--- config.mk ---
export PLATFORM = sky130hd
export DESIGN_NAME = fsu_unlock
export DESIGN_NICKNAME = d
export VERILOG_FILES = /design/src/fsu_pkg.sv /design/src/fsu_unlock.sv
export SDC_FILE = /design/constraint.sdc
export NUM_CORES = 1
export LEC_CHECK = 0
export ABC_AREA = 1
export BUFFER_PORTS_ARGS = -buffer_cell sky130_fd_sc_hd__buf_2
export CAP_MARGIN = 30
export CORE_MARGIN = 2
export CORE_UTILIZATION = 45
export CTS_BUF_LIST = sky130_fd_sc_hd__clkbuf_8
export DETAILED_ROUTE_END_ITERATION = 16
export MAX_ROUTING_LAYER = met4
export PLACE_DENSITY = 0.69
export SETUP_SLACK_MARGIN = 0.3
export SYNTH_ARGS = -nofsm -noshare
export SYNTH_HDL_FRONTEND = slang
export SYNTH_SLANG_ARGS = --single-unit
--- constraint.sdc ---
create_clock -name aclk -period 1.9 [get_ports aclk]
set_input_delay 0.38 -clock aclk [delete_from_list [all_inputs] [get_ports aclk]]
set_output_delay 0.38 -clock aclk [all_outputs]
set_load 0.005 [all_outputs]
--- src/fsu_pkg.sv ---
// constants and types of the flash security-state unlock block
// assumes a single 100 MHz clock and AXI4-Lite register access
//
// Behaviour
// - security state is held in a register field and driven out to the chip
// - on the first clock after reset is released the security register loads from the stored security byte
// - a newly programmed security byte only takes effect after the next reset
// - four stored 16-bit words at the key addresses are the backdoor keys
// - verify-key command is accepted only while the key enable field is enabled
// - all four keys matching rewrites the security field to the unsecured code
// - verify-key command code 0x0C is accepted only in normal single-chip mode
package fsu_pkg;
  localparam logic [17:0] FSU_SEC_BYTE_ADDR  = 18'h3FF0F;
  localparam logic [17:0] FSU_KEY_BASE_ADDR  = 18'h3FF00;
  localparam logic [7:0]  FSU_CMD_VERIFY_KEY = 8'h0C;
  localparam logic [1:0]  FSU_SEC_UNSECURED  = 2'h2;
  localparam logic [1:0]  FSU_BACKDOOR_KEY_ENABLE_FIELD_ENABLED  = 2'h2;
  localparam int          FSU_SEC_LSB        = 0;
  localparam int          FSU_BACKDOOR_KEY_ENABLE_FIELD_LSB      = 6;
  // register byte offsets
  localparam logic [7:0]  FSU_OFS_SECCFG = 8'h00;
  localparam logic [7:0]  FSU_OFS_CMD    = 8'h04;
  localparam logic [7:0]  FSU_OFS_STAT   = 8'h08;
  localparam logic [7:0]  FSU_OFS_KEY01  = 8'h0C;
  localparam logic [7:0]  FSU_OFS_KEY23  = 8'h10;
  // status bits
  localparam int          FSU_ST_CCF     = 0;
  localparam int          FSU_ST_ACCERR  = 1;
  localparam logic [1:0]  FSU_RESP_OKAY   = 2'h0;
  localparam logic [1:0]  FSU_RESP_SLVERR = 2'h2;
endpackage : fsu_pkg

--- src/fsu_unlock.sv ---
// flash security register, backdoor key verify and its AXI4-Lite slave
// assumes the nonvolatile array answers reads combinationally on nv_addr
//
// Local design decisions: the AXI4-Lite register port and the register addresses.
`timescale 1ns/1ps
`default_nettype none
module fsu_unlock
  import fsu_pkg::*;
(
  // clock and reset
  input  wire logic        aclk,
  input  wire logic        aresetn,
  // nonvolatile array read port
  output logic      [17:0] nv_addr,
  input  wire logic [15:0] nv_rdata,
  // chip mode and security outputs
  input  wire logic        special_mode,
  output logic             secured,
  output logic [7:0]       security_config_register,
  // axi4-lite write address and data
  input  wire logic [7:0]  s_axi_awaddr,
  input  wire logic        s_axi_awvalid,
  output logic             s_axi_awready,
  input  wire logic [31:0] s_axi_wdata,
  input  wire logic [3:0]  s_axi_wstrb,
  input  wire logic        s_axi_wvalid,
  output logic             s_axi_wready,
  // axi4-lite write response
  output logic [1:0]       s_axi_bresp,
  output logic             s_axi_bvalid,
  input  wire logic        s_axi_bready,
  // axi4-lite read
  input  wire logic [7:0]  s_axi_araddr,
  input  wire logic        s_axi_arvalid,
  output logic             s_axi_arready,
  output logic [31:0]      s_axi_rdata,
  output logic [1:0]       s_axi_rresp,
  output logic             s_axi_rvalid,
  input  wire logic        s_axi_rready
);
  typedef enum logic [2:0] {ST_BOOT, ST_IDLE, ST_KEY, ST_DONE} fsu_state_t;

  fsu_state_t  st_q;
  logic [7:0]  sec_q;
  logic        ccf_q, accerr_q, boot_q;
  logic [7:0]  cmd_q;
  logic [15:0] key_q [4];
  logic [1:0]  idx_q;
  logic        match_q;
  logic        aw_q, w_q;
  logic [7:0]  awaddr_q;
  logic [31:0] wdata_q;
  logic [3:0]  wstrb_q;

  function automatic logic [15:0] fsu_merge(input logic [15:0] old, input logic [15:0] nw,
                                            input logic [1:0] be);
    fsu_merge = {be[1] ? nw[15:8] : old[15:8], be[0] ? nw[7:0] : old[7:0]};
  endfunction : fsu_merge

  // write channel capture; address and data may come in either order
  wire wr_go    = aw_q && w_q && !s_axi_bvalid;
  wire wr_cmd   = wr_go && awaddr_q == FSU_OFS_CMD;
  wire wr_stat  = wr_go && awaddr_q == FSU_OFS_STAT;
  wire wr_k01   = wr_go && awaddr_q == FSU_OFS_KEY01;
  wire wr_k23   = wr_go && awaddr_q == FSU_OFS_KEY23;
  wire wr_ok    = wr_go && (awaddr_q == FSU_OFS_SECCFG || awaddr_q == FSU_OFS_CMD ||
                            wr_stat || wr_k01 || wr_k23);
  // launch: software writes one to the complete bit while it is set
  wire launch   = wr_stat && wstrb_q[0] && wdata_q[FSU_ST_CCF] && ccf_q;
  wire [1:0] backdoor_key_enable_field = sec_q[FSU_BACKDOOR_KEY_ENABLE_FIELD_LSB +: 2];
  wire cmd_ok   = cmd_q == FSU_CMD_VERIFY_KEY && !special_mode
                  && backdoor_key_enable_field == FSU_BACKDOOR_KEY_ENABLE_FIELD_ENABLED;

  assign s_axi_awready = !aw_q;
  assign s_axi_wready  = !w_q;
  assign s_axi_arready = !s_axi_rvalid;
  assign nv_addr = (st_q == ST_BOOT) ? FSU_SEC_BYTE_ADDR
                 : FSU_KEY_BASE_ADDR + {15'h0, idx_q, 1'b0};
  assign secured = sec_q[FSU_SEC_LSB +: 2] != FSU_SEC_UNSECURED;
  assign security_config_register = sec_q;

  always_ff @(posedge aclk) begin
    if (!aresetn) begin
      aw_q         <= 1'h0;
      w_q          <= 1'h0;
      awaddr_q     <= 8'h00;
      wdata_q      <= 32'h0;
      wstrb_q      <= 4'h0;
      s_axi_bvalid <= 1'h0;
      s_axi_bresp  <= FSU_RESP_OKAY;
    end else begin
      if (s_axi_awvalid && !aw_q) begin
        aw_q     <= 1'h1;
        awaddr_q <= s_axi_awaddr;
      end
      if (s_axi_wvalid && !w_q) begin
        w_q     <= 1'h1;
        wdata_q <= s_axi_wdata;
        wstrb_q <= s_axi_wstrb;
      end
      if (wr_go) begin
        aw_q         <= 1'h0;
        w_q          <= 1'h0;
        s_axi_bvalid <= 1'h1;
        s_axi_bresp <= wr_ok ? FSU_RESP_OKAY : FSU_RESP_SLVERR;
      end else if (s_axi_bready) begin
        s_axi_bvalid <= 1'b0;
      end
    end
  end

  always_ff @(posedge aclk) begin
    if (!aresetn) begin
      s_axi_rvalid <= 1'h0;
      s_axi_rdata  <= 32'h0;
      s_axi_rresp  <= FSU_RESP_OKAY;
    end else if (s_axi_arvalid && !s_axi_rvalid) begin
      s_axi_rvalid <= 1'b1;
      s_axi_rresp  <= FSU_RESP_OKAY;
      if (s_axi_araddr == FSU_OFS_SECCFG) s_axi_rdata <= {24'h0, sec_q};
      else if (s_axi_araddr == FSU_OFS_CMD) s_axi_rdata <= {24'h0, cmd_q};
      else if (s_axi_araddr == FSU_OFS_STAT) s_axi_rdata <= {30'h0, accerr_q, ccf_q};
      else if (s_axi_araddr == FSU_OFS_KEY01) s_axi_rdata <= {key_q[1], key_q[0]};
      else if (s_axi_araddr == FSU_OFS_KEY23) s_axi_rdata <= {key_q[3], key_q[2]};
      else begin
        s_axi_rdata <= 32'h0;
        s_axi_rresp <= FSU_RESP_SLVERR;
      end
    end else if (s_axi_rready) begin
      s_axi_rvalid <= 1'b0;
    end
  end

  // key registers and command code
  always_ff @(posedge aclk) begin
    if (!aresetn) begin
      cmd_q <= 8'h00;
      for (int i = 0; i < 4; i++) key_q[i] <= 16'h0;
    end else if (ccf_q) begin
      if (wr_cmd && wstrb_q[0]) cmd_q <= wdata_q[7:0];
      if (wr_k01) begin
        key_q[0] <= fsu_merge(key_q[0], wdata_q[15:0], wstrb_q[1:0]);
        key_q[1] <= fsu_merge(key_q[1], wdata_q[31:16], wstrb_q[3:2]);
      end
      if (wr_k23) begin
        key_q[2] <= fsu_merge(key_q[2], wdata_q[15:0], wstrb_q[1:0]);
        key_q[3] <= fsu_merge(key_q[3], wdata_q[31:16], wstrb_q[3:2]);
      end
    end
  end

  // boot load, then key compare sequencer
  always_ff @(posedge aclk) begin
    if (!aresetn) begin
      st_q     <= ST_BOOT;
      sec_q    <= 8'h00;
      ccf_q    <= 1'h0;
      accerr_q <= 1'h0;
      idx_q    <= 2'h0;
      match_q  <= 1'h1;
      boot_q   <= 1'h1;
    end else begin
      case (st_q)
        ST_BOOT: begin
          sec_q <= nv_rdata[7:0];
          ccf_q <= 1'b1;
          boot_q <= 1'b0;
          st_q <= ST_IDLE;
        end
        ST_IDLE: begin
          if (launch) begin
            ccf_q <= 1'b0;
            idx_q <= 2'h0;
            match_q <= 1'b1;
            accerr_q <= !cmd_ok;
            st_q <= cmd_ok ? ST_KEY : ST_DONE;
          end else if (wr_stat && wstrb_q[0] && wdata_q[FSU_ST_ACCERR]) begin
            accerr_q <= 1'b0;
          end
        end
        ST_KEY: begin
          if (nv_rdata != key_q[idx_q]) match_q <= 1'b0;
          idx_q <= idx_q + 2'h1;
          if (idx_q == 2'h3) st_q <= ST_DONE;
        end
        default: begin
          if (accerr_q == 1'b0 && match_q)
            sec_q[FSU_SEC_LSB +: 2] <= FSU_SEC_UNSECURED;
          ccf_q <= 1'b1;
          st_q <= ST_IDLE;
        end
      endcase
    end
  end
endmodule : fsu_unlock
`default_nettype wire

==> results of run 1 <==
==> synthesized netlist by cell type, types with 2 or more instances <==
library cell  number
buf_1              2
nand3b_1           5
a21oi_1           95
ha_1               4
nand4_1            3
inv_2              5
a211oi_2           2
inv_1            113
o21ai_0           97
nor3_1             6
or2_2              4
buf_6              5
nand3_1           46
nand2_1          234
a211oi_1           6
buf_4             22
nand2_4            2
buf_2              8
nor2_2             3
clkbuf_1          31
nor2_4             2
nor3_4             2
clkinv_1           4
nor2_1           121
dfxtp_1          107
xor2_1             2
o21ai_1           14
conb_1             2
edfxtp_1          64
==> power by group <==
group          leakage [nW]  internal [mW]  total, mW  switching [mW]
clock                 0.197           1.19       2.62            1.43
combinational          2.46           1.11       2.54            1.43
sequential             1.54           4.07       4.28           0.214
total                  4.20           6.37       9.45            3.08
==> what timing repair did <==
item                       4_1_cts  5_1_grt
setup endpoints to repair       65       95
resized for setup               36       50
pin swaps                        9       17
buffers inserted                20        6
gates cloned                     1        0
==> area by class of cell <==
cell class,instances,area [um2],area share (%)
clock buffers,17,234,2.40
clock inverters,15,161,1.65
inverters,123,472,4.83
multi-input cells,675,3330,34.2
flip-flops and latches,171,4080,41.8
well taps,225,282,2.89
repair buffers,180,1190,12.2
==> kinds of logic (layout without fill, tap and decap cells) <==
logic type | Yosys count | in the layout
xor gates and xnor gates | 3 | 3
adders and majority gates | 4 | 4
other | 2 | 16
AOI/OAI and AO/OA | 219 | 219
buffers and inverters | 191 | 335
and+or+nand+nor | 433 | 433
DFF | 171 | 171
==> sequential cells by signal (all words and copies together) (netlist names), 2 cells and up, named ones only <==
signal	flops
st_q	2
wstrb_q	4
s_axi_rdata	32
cmd_q	8
idx_q	2
key_q	64
awaddr_q	8
security_config_register	8
wdata_q	32
==> worst register-to-register path: stages, from the launching register on <==
cell and delay, ps:
dfxtp_1 310, inv_1 60, nand2_1 60, nor2_2 100, nand2_2 90, inv_2 80, nand4_1 170, buf_12 210
o21ai_4 130, buf_6 160
==> final timing paths <==
kind | from | endpoint | slack, ps
setup / recovery | st_q[0] | nv_addr[1] | 140
hold / removal | s_axi_awaddr[5] | awaddr_q[5] | 120
setup reg to reg | awaddr_q[6] | key_q[0][14] | 250
hold reg to reg | match_q | match_q | 460
==> routing by layer <==
layer	track usage, %	routed length [um]
met5	-	0
met4	7.45	303
met3	4.30	1450
met2	34.0	9290
met1	34.8	10500
==> per-stage QoR <==
step / utilization (%) / hold WS, ps / cell area, um2 / setup slack (ps) / power (mW)
global route: 56.4 / 117 / 9760 / 93.2 / 9.95
detailed placement: 51.0 / 445 / 8830 / 61.8 / 6.26
finish: 56.4 / 125 / 9760 / 140 / 9.45
global placement: 51.0 / 432 / 8830 / 69.7 / 6.24
CTS: 55.1 / 108 / 9530 / 138 / 9.23
floorplan: - / 419 / 8030 / 149 / 5.66
==> out/results.ini, run 1 <==
[setup_path]
timing.critical_path.buf_inv = 2
r2r_cells = 9
crit_path_start_kind = flop
slowest_delay_ps = 350
criticalPathCategory = reg -> out
arrival_ps = 1380
crit_chain = inv_2 -> ha_4 -> or2_4 -> buf_6
cp_max_fo = 3
cp_top_family = flip-flops
required_ps = 1520
critPathSlowestCell = dfxtp_2
end_kind = output pin
critical_path_depth = 4

[yosys]
synth.distinct_cells = 41
synth-simple-area-share_pct = 22.9
yosysWarnings = 0
synth_top_family_by_area = simple AND/OR/NAND/NOR gates
synthFlopType = dfxtp_1
synth.area.mux_share_pct = 0
yosysSeqAreaShare_pct = 51.0
synth_top_area_share_pct = 26.9
yosys-top-cells-area = dfxtp_1, edfxtp_1, nand2_1
ys_ff_latch = 171
avgSynthCellArea_um2 = 7.79
synth-compound-area-share_pct = 14.4
synth_top_cell_by_area = dfxtp_1
mappedNetlistArea_um2 = 7970
synth_xor_area_share_pct = 0.330
syn_inst = 1023
synth-adder-area-share_pct = 0.628
synthArstFlopShare_pct = 0
synth_edf_count = 64

[floorplan]
die_w_um = 137
die_h_um = 137
initial_core_util_pct = 46.1
dieArea_um2 = 18800
core_um2 = 17300
num_rows = 48
pin_count = 144

[timing]
rsz0062_at_grt = yes
fin_crit_ps = 1760
setup-tns-final_ps = 0
period_share_pct = 92.6
setup_viol = 0
skew_ps = 11.6
hold_violations = 0
fmax_mhz = 568
timing.final.max_slew_violations = 0

[clock_tree]
cts_tree = done
clkTransAtPathRegs_ps = 90
cts_made_buffers = 17
htreeDepth = 4
clock_sinks = 171
worstSkewPairLatency_ps = 470
cts_hold_buf = 0
cts-root-buf = clkbuf_8
clockBufferDepth = 2

[routing]
vias_per_cell = 4.99
route.detailed.drc = 0
wl_per_cell_um = 15.3
vias = 7018
drt.antenna.violating_nets = 0
dr.pass1.iters = 6
drt_iter0_markers = 629
routed_wl_um = 21500

[run_status]
status = finished, final reports clean

[place]
place_inst = 1347
finalWeightedCongestion = 0.904
portBuffers = 127
dp_hpwl_um = 15600

[flow_run]
maxCapViolCount = 0

[finish]
diodes = 0
final_common_cell = nand2_1
stdcell_count = 1406
area_growth_pct = 22.4
finalNetCount = 1248
drive_gt1_share_pct = 24.5
n_fill_cell = 1621
final_cell_mix = nand2_1, buf_2, nor2_1

[global_route]
grt_pass1_vias = 6253
grt_max_degree = 73
grt_overflow = 0
antenna_found_initial = 0
grt_util_all_layers_pct = 24.0
grt_pass1_wl_um = 33100

[worst_hold_path]
hold_depth = 3
hold_class = in -> reg

[power_and_ir_drop]
ir_drop_uv = 699
powerDensity_nw_per_um2 = 968
leakage_nw = 4.20

(Power assumes the default switching activity.)
==> inputs of run 2 (changes only) <==
- PLACE_DENSITY: 0.69 -> 0.67
- clock period: 1.9 -> 2.1 ns (I/O delays scaled with it)
==> run 2 against run 1 <==
Effect of this change:
- global-route usage fell by 0.74 points
- non-clock buffer count fell by 14
- routed wire length fell by 2.6%
- sequential share of layout area rose by 1.6 points
- clock skew rose by 3.4 ps
- largest power group unchanged
- largest cell class unchanged
- die area did not move
- final area fell by 3.9%
- register-to-register slack improved by 140 ps
- first-iteration DRC count rose by 26%
- total power fell by 15%
- critical endpoint unchanged
- clock-buffer cell count did not move
==> out/results.ini, run 2 (synthesis results as in run 1) <==
[power_and_ir_drop]
leakage_nw = 4.07  ; was 4.20 nW
powerDensity_nw_per_um2 = 856  ; was 968 nW/um2
power.total_mw = 8.03  ; was 9.45 mW
ir_drop_uv = 486  ; was 699 uV

[finish]
top_register = key_q  ; unchanged
drive_gt1_share_pct = 20.1  ; was 24.5%
final_common_cell = nand2_1  ; unchanged
multi_input_area_um2 = 3150  ; was 3330 um2
fin_util_pct = 54.2  ; was 56.4%
diodes = 0  ; unchanged
n_fill_cell = 1696  ; was 1621
largestRegisters = key_q: 64 flops, s_axi_rdata: 32 flops, wdata_q: 32 flops  ; unchanged
final-seq-area_um2 = 4070  ; was 4080 um2
final_cell_mix = nand2_1, buf_2, nor2_1  ; unchanged
area_growth_pct = 17.7  ; was 22.4%
largest_reg_flops = 64  ; unchanged
finalNetCount = 1234  ; was 1248
fin_area_um2 = 9380  ; was 9760 um2

[global_route]
grt_util_all_layers_pct = 23.3  ; was 24.0%
grt_pass1_wl_um = 32300  ; was 33100 um
antenna_found_initial = 0  ; unchanged
grt_pass1_vias = 6131  ; was 6253
grt_max_degree = 73  ; unchanged
grt_overflow = 0  ; unchanged

[place]
dp_hpwl_um = 15600  ; about the same
postPlaceCellArea_um2 = 8810  ; was 8830 um2
finalWeightedCongestion = 0.944  ; was 0.904
portBuffers = 127  ; unchanged

[clock_tree]
clock_sinks = 171  ; unchanged
htreeDepth = 4  ; unchanged
worstSkewPairLatency_ps = 480  ; was 470 ps
cts_hold_buf = 0  ; unchanged
clkTransAtPathRegs_ps = 90  ; about the same
clockBufferDepth = 2  ; unchanged
cts_made_buffers = 17  ; unchanged
cts-root-buf = clkbuf_8  ; unchanged
cts_tree = done  ; unchanged

[timing]
skew_ps = 15.0  ; was 11.6 ps
fin_crit_ps = 1770
hold_violations = 0  ; unchanged
fmax_mhz = 564
period_share_pct = 84.5
setup-tns-final_ps = 0  ; unchanged
setup_viol = 0  ; unchanged
rsz0062_at_grt = yes  ; unchanged
timing.final.max_slew_violations = 0  ; unchanged

[setup_path]
required_ps = 1680  ; was 1520 ps
r2r_cells = 8  ; was 9
rrSetupSlack_ps = 390  ; was 250 ps
timing.rr.end = key_q[0][1]  ; was key_q[0][14]
cp_max_fo = 3  ; unchanged
r2r_start = w_q  ; was awaddr_q[6]
end_kind = output pin  ; unchanged
criticalPathCategory = reg -> out  ; unchanged
arrival_ps = 1350  ; was 1380 ps
crit_path_start_kind = flop  ; unchanged

[floorplan]
die_w_um = 137  ; unchanged
initial_core_util_pct = 46.1  ; unchanged
die_h_um = 137  ; unchanged
core_um2 = 17300  ; unchanged
dieArea_um2 = 18800  ; unchanged
pin_count = 144  ; unchanged
num_rows = 48  ; unchanged

[routing]
vias_per_cell = 4.96  ; was 4.99
vias = 6903  ; was 7018
wl_per_cell_um = 15.0  ; was 15.3 um
routed_wl_um = 20900  ; was 21500 um
drt_iter0_markers = 792  ; was 629
dr.pass1.iters = 5  ; was 6
drt.antenna.violating_nets = 0  ; unchanged
route.detailed.drc = 0  ; unchanged

[worst_hold_path]
min_to = awaddr_q[0]  ; was awaddr_q[5]
hold_class = in -> reg  ; unchanged
hold_depth = 3  ; unchanged
worstHoldStart = s_axi_awaddr[0]  ; was s_axi_awaddr[5]

[run_status]
status = finished, final reports clean  ; unchanged

[flow_run]
maxCapViolCount = 0  ; unchanged

[run 2: cell count changes in the layout (fill, tap and decap cells not counted), moves of 4 or more]
cell / before / now
nor2_1: 111 / 120
buf_6: 12 / 4
dfxtp_1: 96 / 104
dfxtp_2: 10 / 3
o21ai_1: 12 / 19
buf_4: 36 / 30
nor2_2: 10 / 4
o21ai_4: 6 / 1
nand2_1: 229 / 233
o21ai_2: 5 / 1
[run 2: final cells by class]
class	instances	area share, %
timing repair buffer	166	11.1
multi-input combinational	675	33.5
clock buffer	17	2.49
clock inverter	15	1.51
inverter	123	4.98
tap	225	3.00
sequential	171	43.4
[run 2: how the worst max path moves through the flow]
stage / from / to / cells after the start
floorplan: w_q / key_q[0][0] / 6
global route: awaddr_q[0] / key_q[0][7] / 7
CTS: awaddr_q[0] / key_q[3][14] / 6
global placement: s_axi_araddr[7] / s_axi_rdata[20] / 9
finish: st_q[1] / nv_addr[1] / 4
detailed placement: s_axi_araddr[7] / s_axi_rdata[20] / 9
[run 2: repair_timing]
| action | in CTS | in global routing |
|---|---|---|
| buffers inserted | 3 | 9 |
| pin swaps | 1 | 4 |
| endpoints found under the setup margin | 4 | 90 |
| resized for setup | 8 | 14 |
| cloned | 0 | 1 |
[run 2: metrics by stage]
stage | setup WS [ps] | instances | hold WS (ps)
detailed placement | 257 | 1347 | 449
global route | 250 | 1392 | 186
floorplan | 160 | 1037 | 419
global placement | 236 | 1347 | 436
CTS | 312 | 1382 | 148
finish | 325 | 1392 | 167
[run 2: per-layer routing]
layer  wire (um)  vias up  global-route usage (%)
met2        8950      235                    32.8
met1       10400     3128                    34.2
li1            -     3519                       -
met5           0        -                       -
met4         242        0                    6.47
met3        1320       21                    4.19
[run 2: power breakdown]
| part | total, mW | switching, mW | internal (mW) |
|---|---|---|---|
| Combinational | 1.93 | 1.16 | 0.774 |
| Sequential | 3.84 | 0.170 | 3.67 |
| Clock | 2.25 | 1.29 | 0.962 |
[run 2: worst max-delay path, stage by stage (launching register included)]
cell	delay, ps
dfxtp_2	350
inv_2	50
ha_4	150
or2_4	220
buf_6	110
==> inputs of run 3 (changes only) <==
- clock period: 2.1 -> 1.75 ns (I/O delays scaled with it)
==> run 3 against run 2 <==
Effect of this change:
- global-route usage grew 1.2 points
- non-clock buffer count grew 30
- final area grew 13%
- critical path depth is the same
- clock-buffer cell count grew 1
- first-iteration DRC count shrank 13%
- cell count grew 2.2%
- core utilization grew 6.9 points
- critical endpoint is now nv_addr[2]
- largest cell class unchanged
- largest power group unchanged
==> out/results.ini, run 3 (synthesis results as in run 1) <==
[run_status]
status = finished, final reports clean  ; unchanged

[timing]
rsz0062_at_grt = yes  ; unchanged
fmax_mhz = 578
period_share_pct = 98.9
setup_viol = 0  ; unchanged
fin_crit_ps = 1730
timing.final.max_slew_violations = 0  ; unchanged
skew_ps = 17.2  ; was 15.0 ps
setup-tns-final_ps = 0  ; unchanged
hold_violations = 0  ; unchanged
worst_pin_slew_ps = 513
slew_headroom_pct = 65.8
timing.hold.ws_ps = 101  ; was 167 ps

[floorplan]
num_rows = 48  ; unchanged
die_w_um = 137  ; unchanged
die_h_um = 137  ; unchanged
pin_count = 144  ; unchanged
core_um2 = 17300  ; unchanged
dieArea_um2 = 18800  ; unchanged
initial_core_util_pct = 46.1  ; unchanged

[setup_path]
crit_path_start_kind = flop  ; unchanged
rrSetupSlack_ps = 30  ; was 390 ps
r2r_start = awaddr_q[6]  ; was w_q
end_kind = output pin  ; unchanged
timing.rr.end = key_q[3][12]  ; was key_q[0][1]
r2r_cells = 8  ; unchanged
required_ps = 1400  ; was 1680 ps
cp_max_fo = 4  ; was 3
criticalPathCategory = reg -> out  ; unchanged
arrival_ps = 1380  ; was 1350 ps

[clock_tree]
cts_hold_buf = 0  ; unchanged
cts-root-buf = clkbuf_8  ; unchanged
worstSkewPairLatency_ps = 480  ; about the same
htreeDepth = 4  ; unchanged
clockBufferDepth = 2  ; unchanged
clkTransAtPathRegs_ps = 80  ; was 90 ps
cts_made_buffers = 17  ; unchanged
clock_sinks = 171  ; unchanged
cts_tree = done  ; unchanged

[finish]
fin_area_um2 = 10600  ; was 9380 um2
final_cell_mix = nand2_1, buf_2, inv_1  ; was nand2_1, buf_2, nor2_1
largest_reg_flops = 64  ; unchanged
drive_gt1_share_pct = 32.0  ; was 20.1%
fin_util_pct = 61.1  ; was 54.2%
stdcell_count = 1422  ; was 1392
area_growth_pct = 32.7  ; was 17.7%
finalNetCount = 1264  ; was 1234
diodes = 0  ; unchanged
final_common_cell = nand2_1  ; unchanged
largestRegisters = key_q: 64 flops, s_axi_rdata: 32 flops, wdata_q: 32 flops  ; unchanged
top_register = key_q  ; unchanged

[worst_hold_path]
hold_depth = 3  ; unchanged
worstHoldStart = s_axi_awaddr[1]  ; was s_axi_awaddr[0]
min_to = awaddr_q[1]  ; was awaddr_q[0]
hold_class = in -> reg  ; unchanged

[power_and_ir_drop]
powerDensity_nw_per_um2 = 986  ; was 856 nW/um2
leakage_nw = 4.39  ; was 4.07 nW
ir_drop_uv = 552  ; was 486 uV

[global_route]
grt_max_degree = 73  ; unchanged
grt_overflow = 0  ; unchanged
grt_pass1_wl_um = 34000  ; was 32300 um
grt_pass1_vias = 6402  ; was 6131
antenna_found_initial = 0  ; unchanged
grt_util_all_layers_pct = 24.5  ; was 23.3%

[routing]
wl_per_cell_um = 16.4  ; was 15.0 um
dr.pass1.iters = 7  ; was 5
vias_per_cell = 5.16  ; was 4.96
route.detailed.drc = 0  ; unchanged
drt_iter0_markers = 693  ; was 792
routed_wl_um = 23300  ; was 20900 um
vias = 7344  ; was 6903
drt.antenna.violating_nets = 0  ; unchanged

[place]
dp_hpwl_um = 16000  ; was 15600 um
finalWeightedCongestion = 0.920  ; was 0.944
portBuffers = 127  ; unchanged
place_inst = 1351  ; was 1347
postPlaceCellArea_um2 = 8880  ; was 8810 um2

[flow_run]
maxCapViolCount = 0  ; unchanged

## run 3: cell types whose count changed in the layout (fill, tap and decap cells not counted), moves of 9 or more
cell,delta
buf_6,+26
nor2_2,+9
nor2_1,-68
nand2_1,-10
dfxtp_1,-9
nor2_4,+59
## run 3: final cells by class
| type | instances | area, um2 |
|---|---|---|
| Fill cell | 1484 | 6720 |
| Sequential cell | 171 | 4080 |
| Multi-Input combinational cell | 675 | 3850 |
| Timing Repair Buffer | 196 | 1480 |
| Inverter | 123 | 477 |
| Tap cell | 225 | 282 |
| Clock buffer | 18 | 248 |
| Clock inverter | 14 | 159 |
## run 3: how the worst max path moves through the flow
| stage | startpoint | to | cells after the start |
|---|---|---|---|
| detailed placement | s_axi_araddr[7] | s_axi_rdata[21] | 9 |
| global route | st_q[1] | nv_addr[2] | 4 |
| finish | st_q[0] | nv_addr[2] | 4 |
| CTS | st_q[1] | nv_addr[2] | 4 |
| floorplan | w_q | key_q[0][0] | 6 |
| global placement | s_axi_araddr[7] | s_axi_rdata[21] | 9 |
## run 3: per-layer routing
| layer | track usage (%) | vias up | part of all wire (%) |
|---|---|---|---|
| met1 | 35.2 | 3469 | 47 |
| met2 | 35.9 | 259 | 45 |
| met4 | 6.53 | 0 | 1.3 |
| li1 | - | 3590 | - |
| met3 | 3.78 | 26 | 6.1 |
| met5 | - | - | 0 |
## run 3: what timing repair did
item,in CTS,in global routing
setup buffers,20,14
cloned,2,3
pin swaps,21,25
setup endpoints to repair,142,166
gates resized for setup,78,174
hold endpoints to repair,0,0
## run 3: per-stage QoR
| step | worst slack, ps | total power, mW |
|---|---|---|
| final | 19.2 | 10.4 |
| after global routing | -32.4 | 10.9 |
| after CTS | 19.7 | 10.1 |
| after detailed placement | -58.4 | 6.80 |
| after global placement | -37.6 | 6.77 |
| after floorplan | 72.5 | 6.17 |
## run 3: worst max-delay path, stage by stage, from the launching register on
cell,delay (ps)
dfxtp_2,340
inv_2,60
ha_4,170
or2_4,230
buf_6,110
## run 3: power breakdown
part,internal [mW],switching (mW),total [mW]
logic,1.26,1.61,2.87
registers,4.42,0.238,4.66
clock network,1.34,1.56,2.90
total,7.01,3.41,10.4
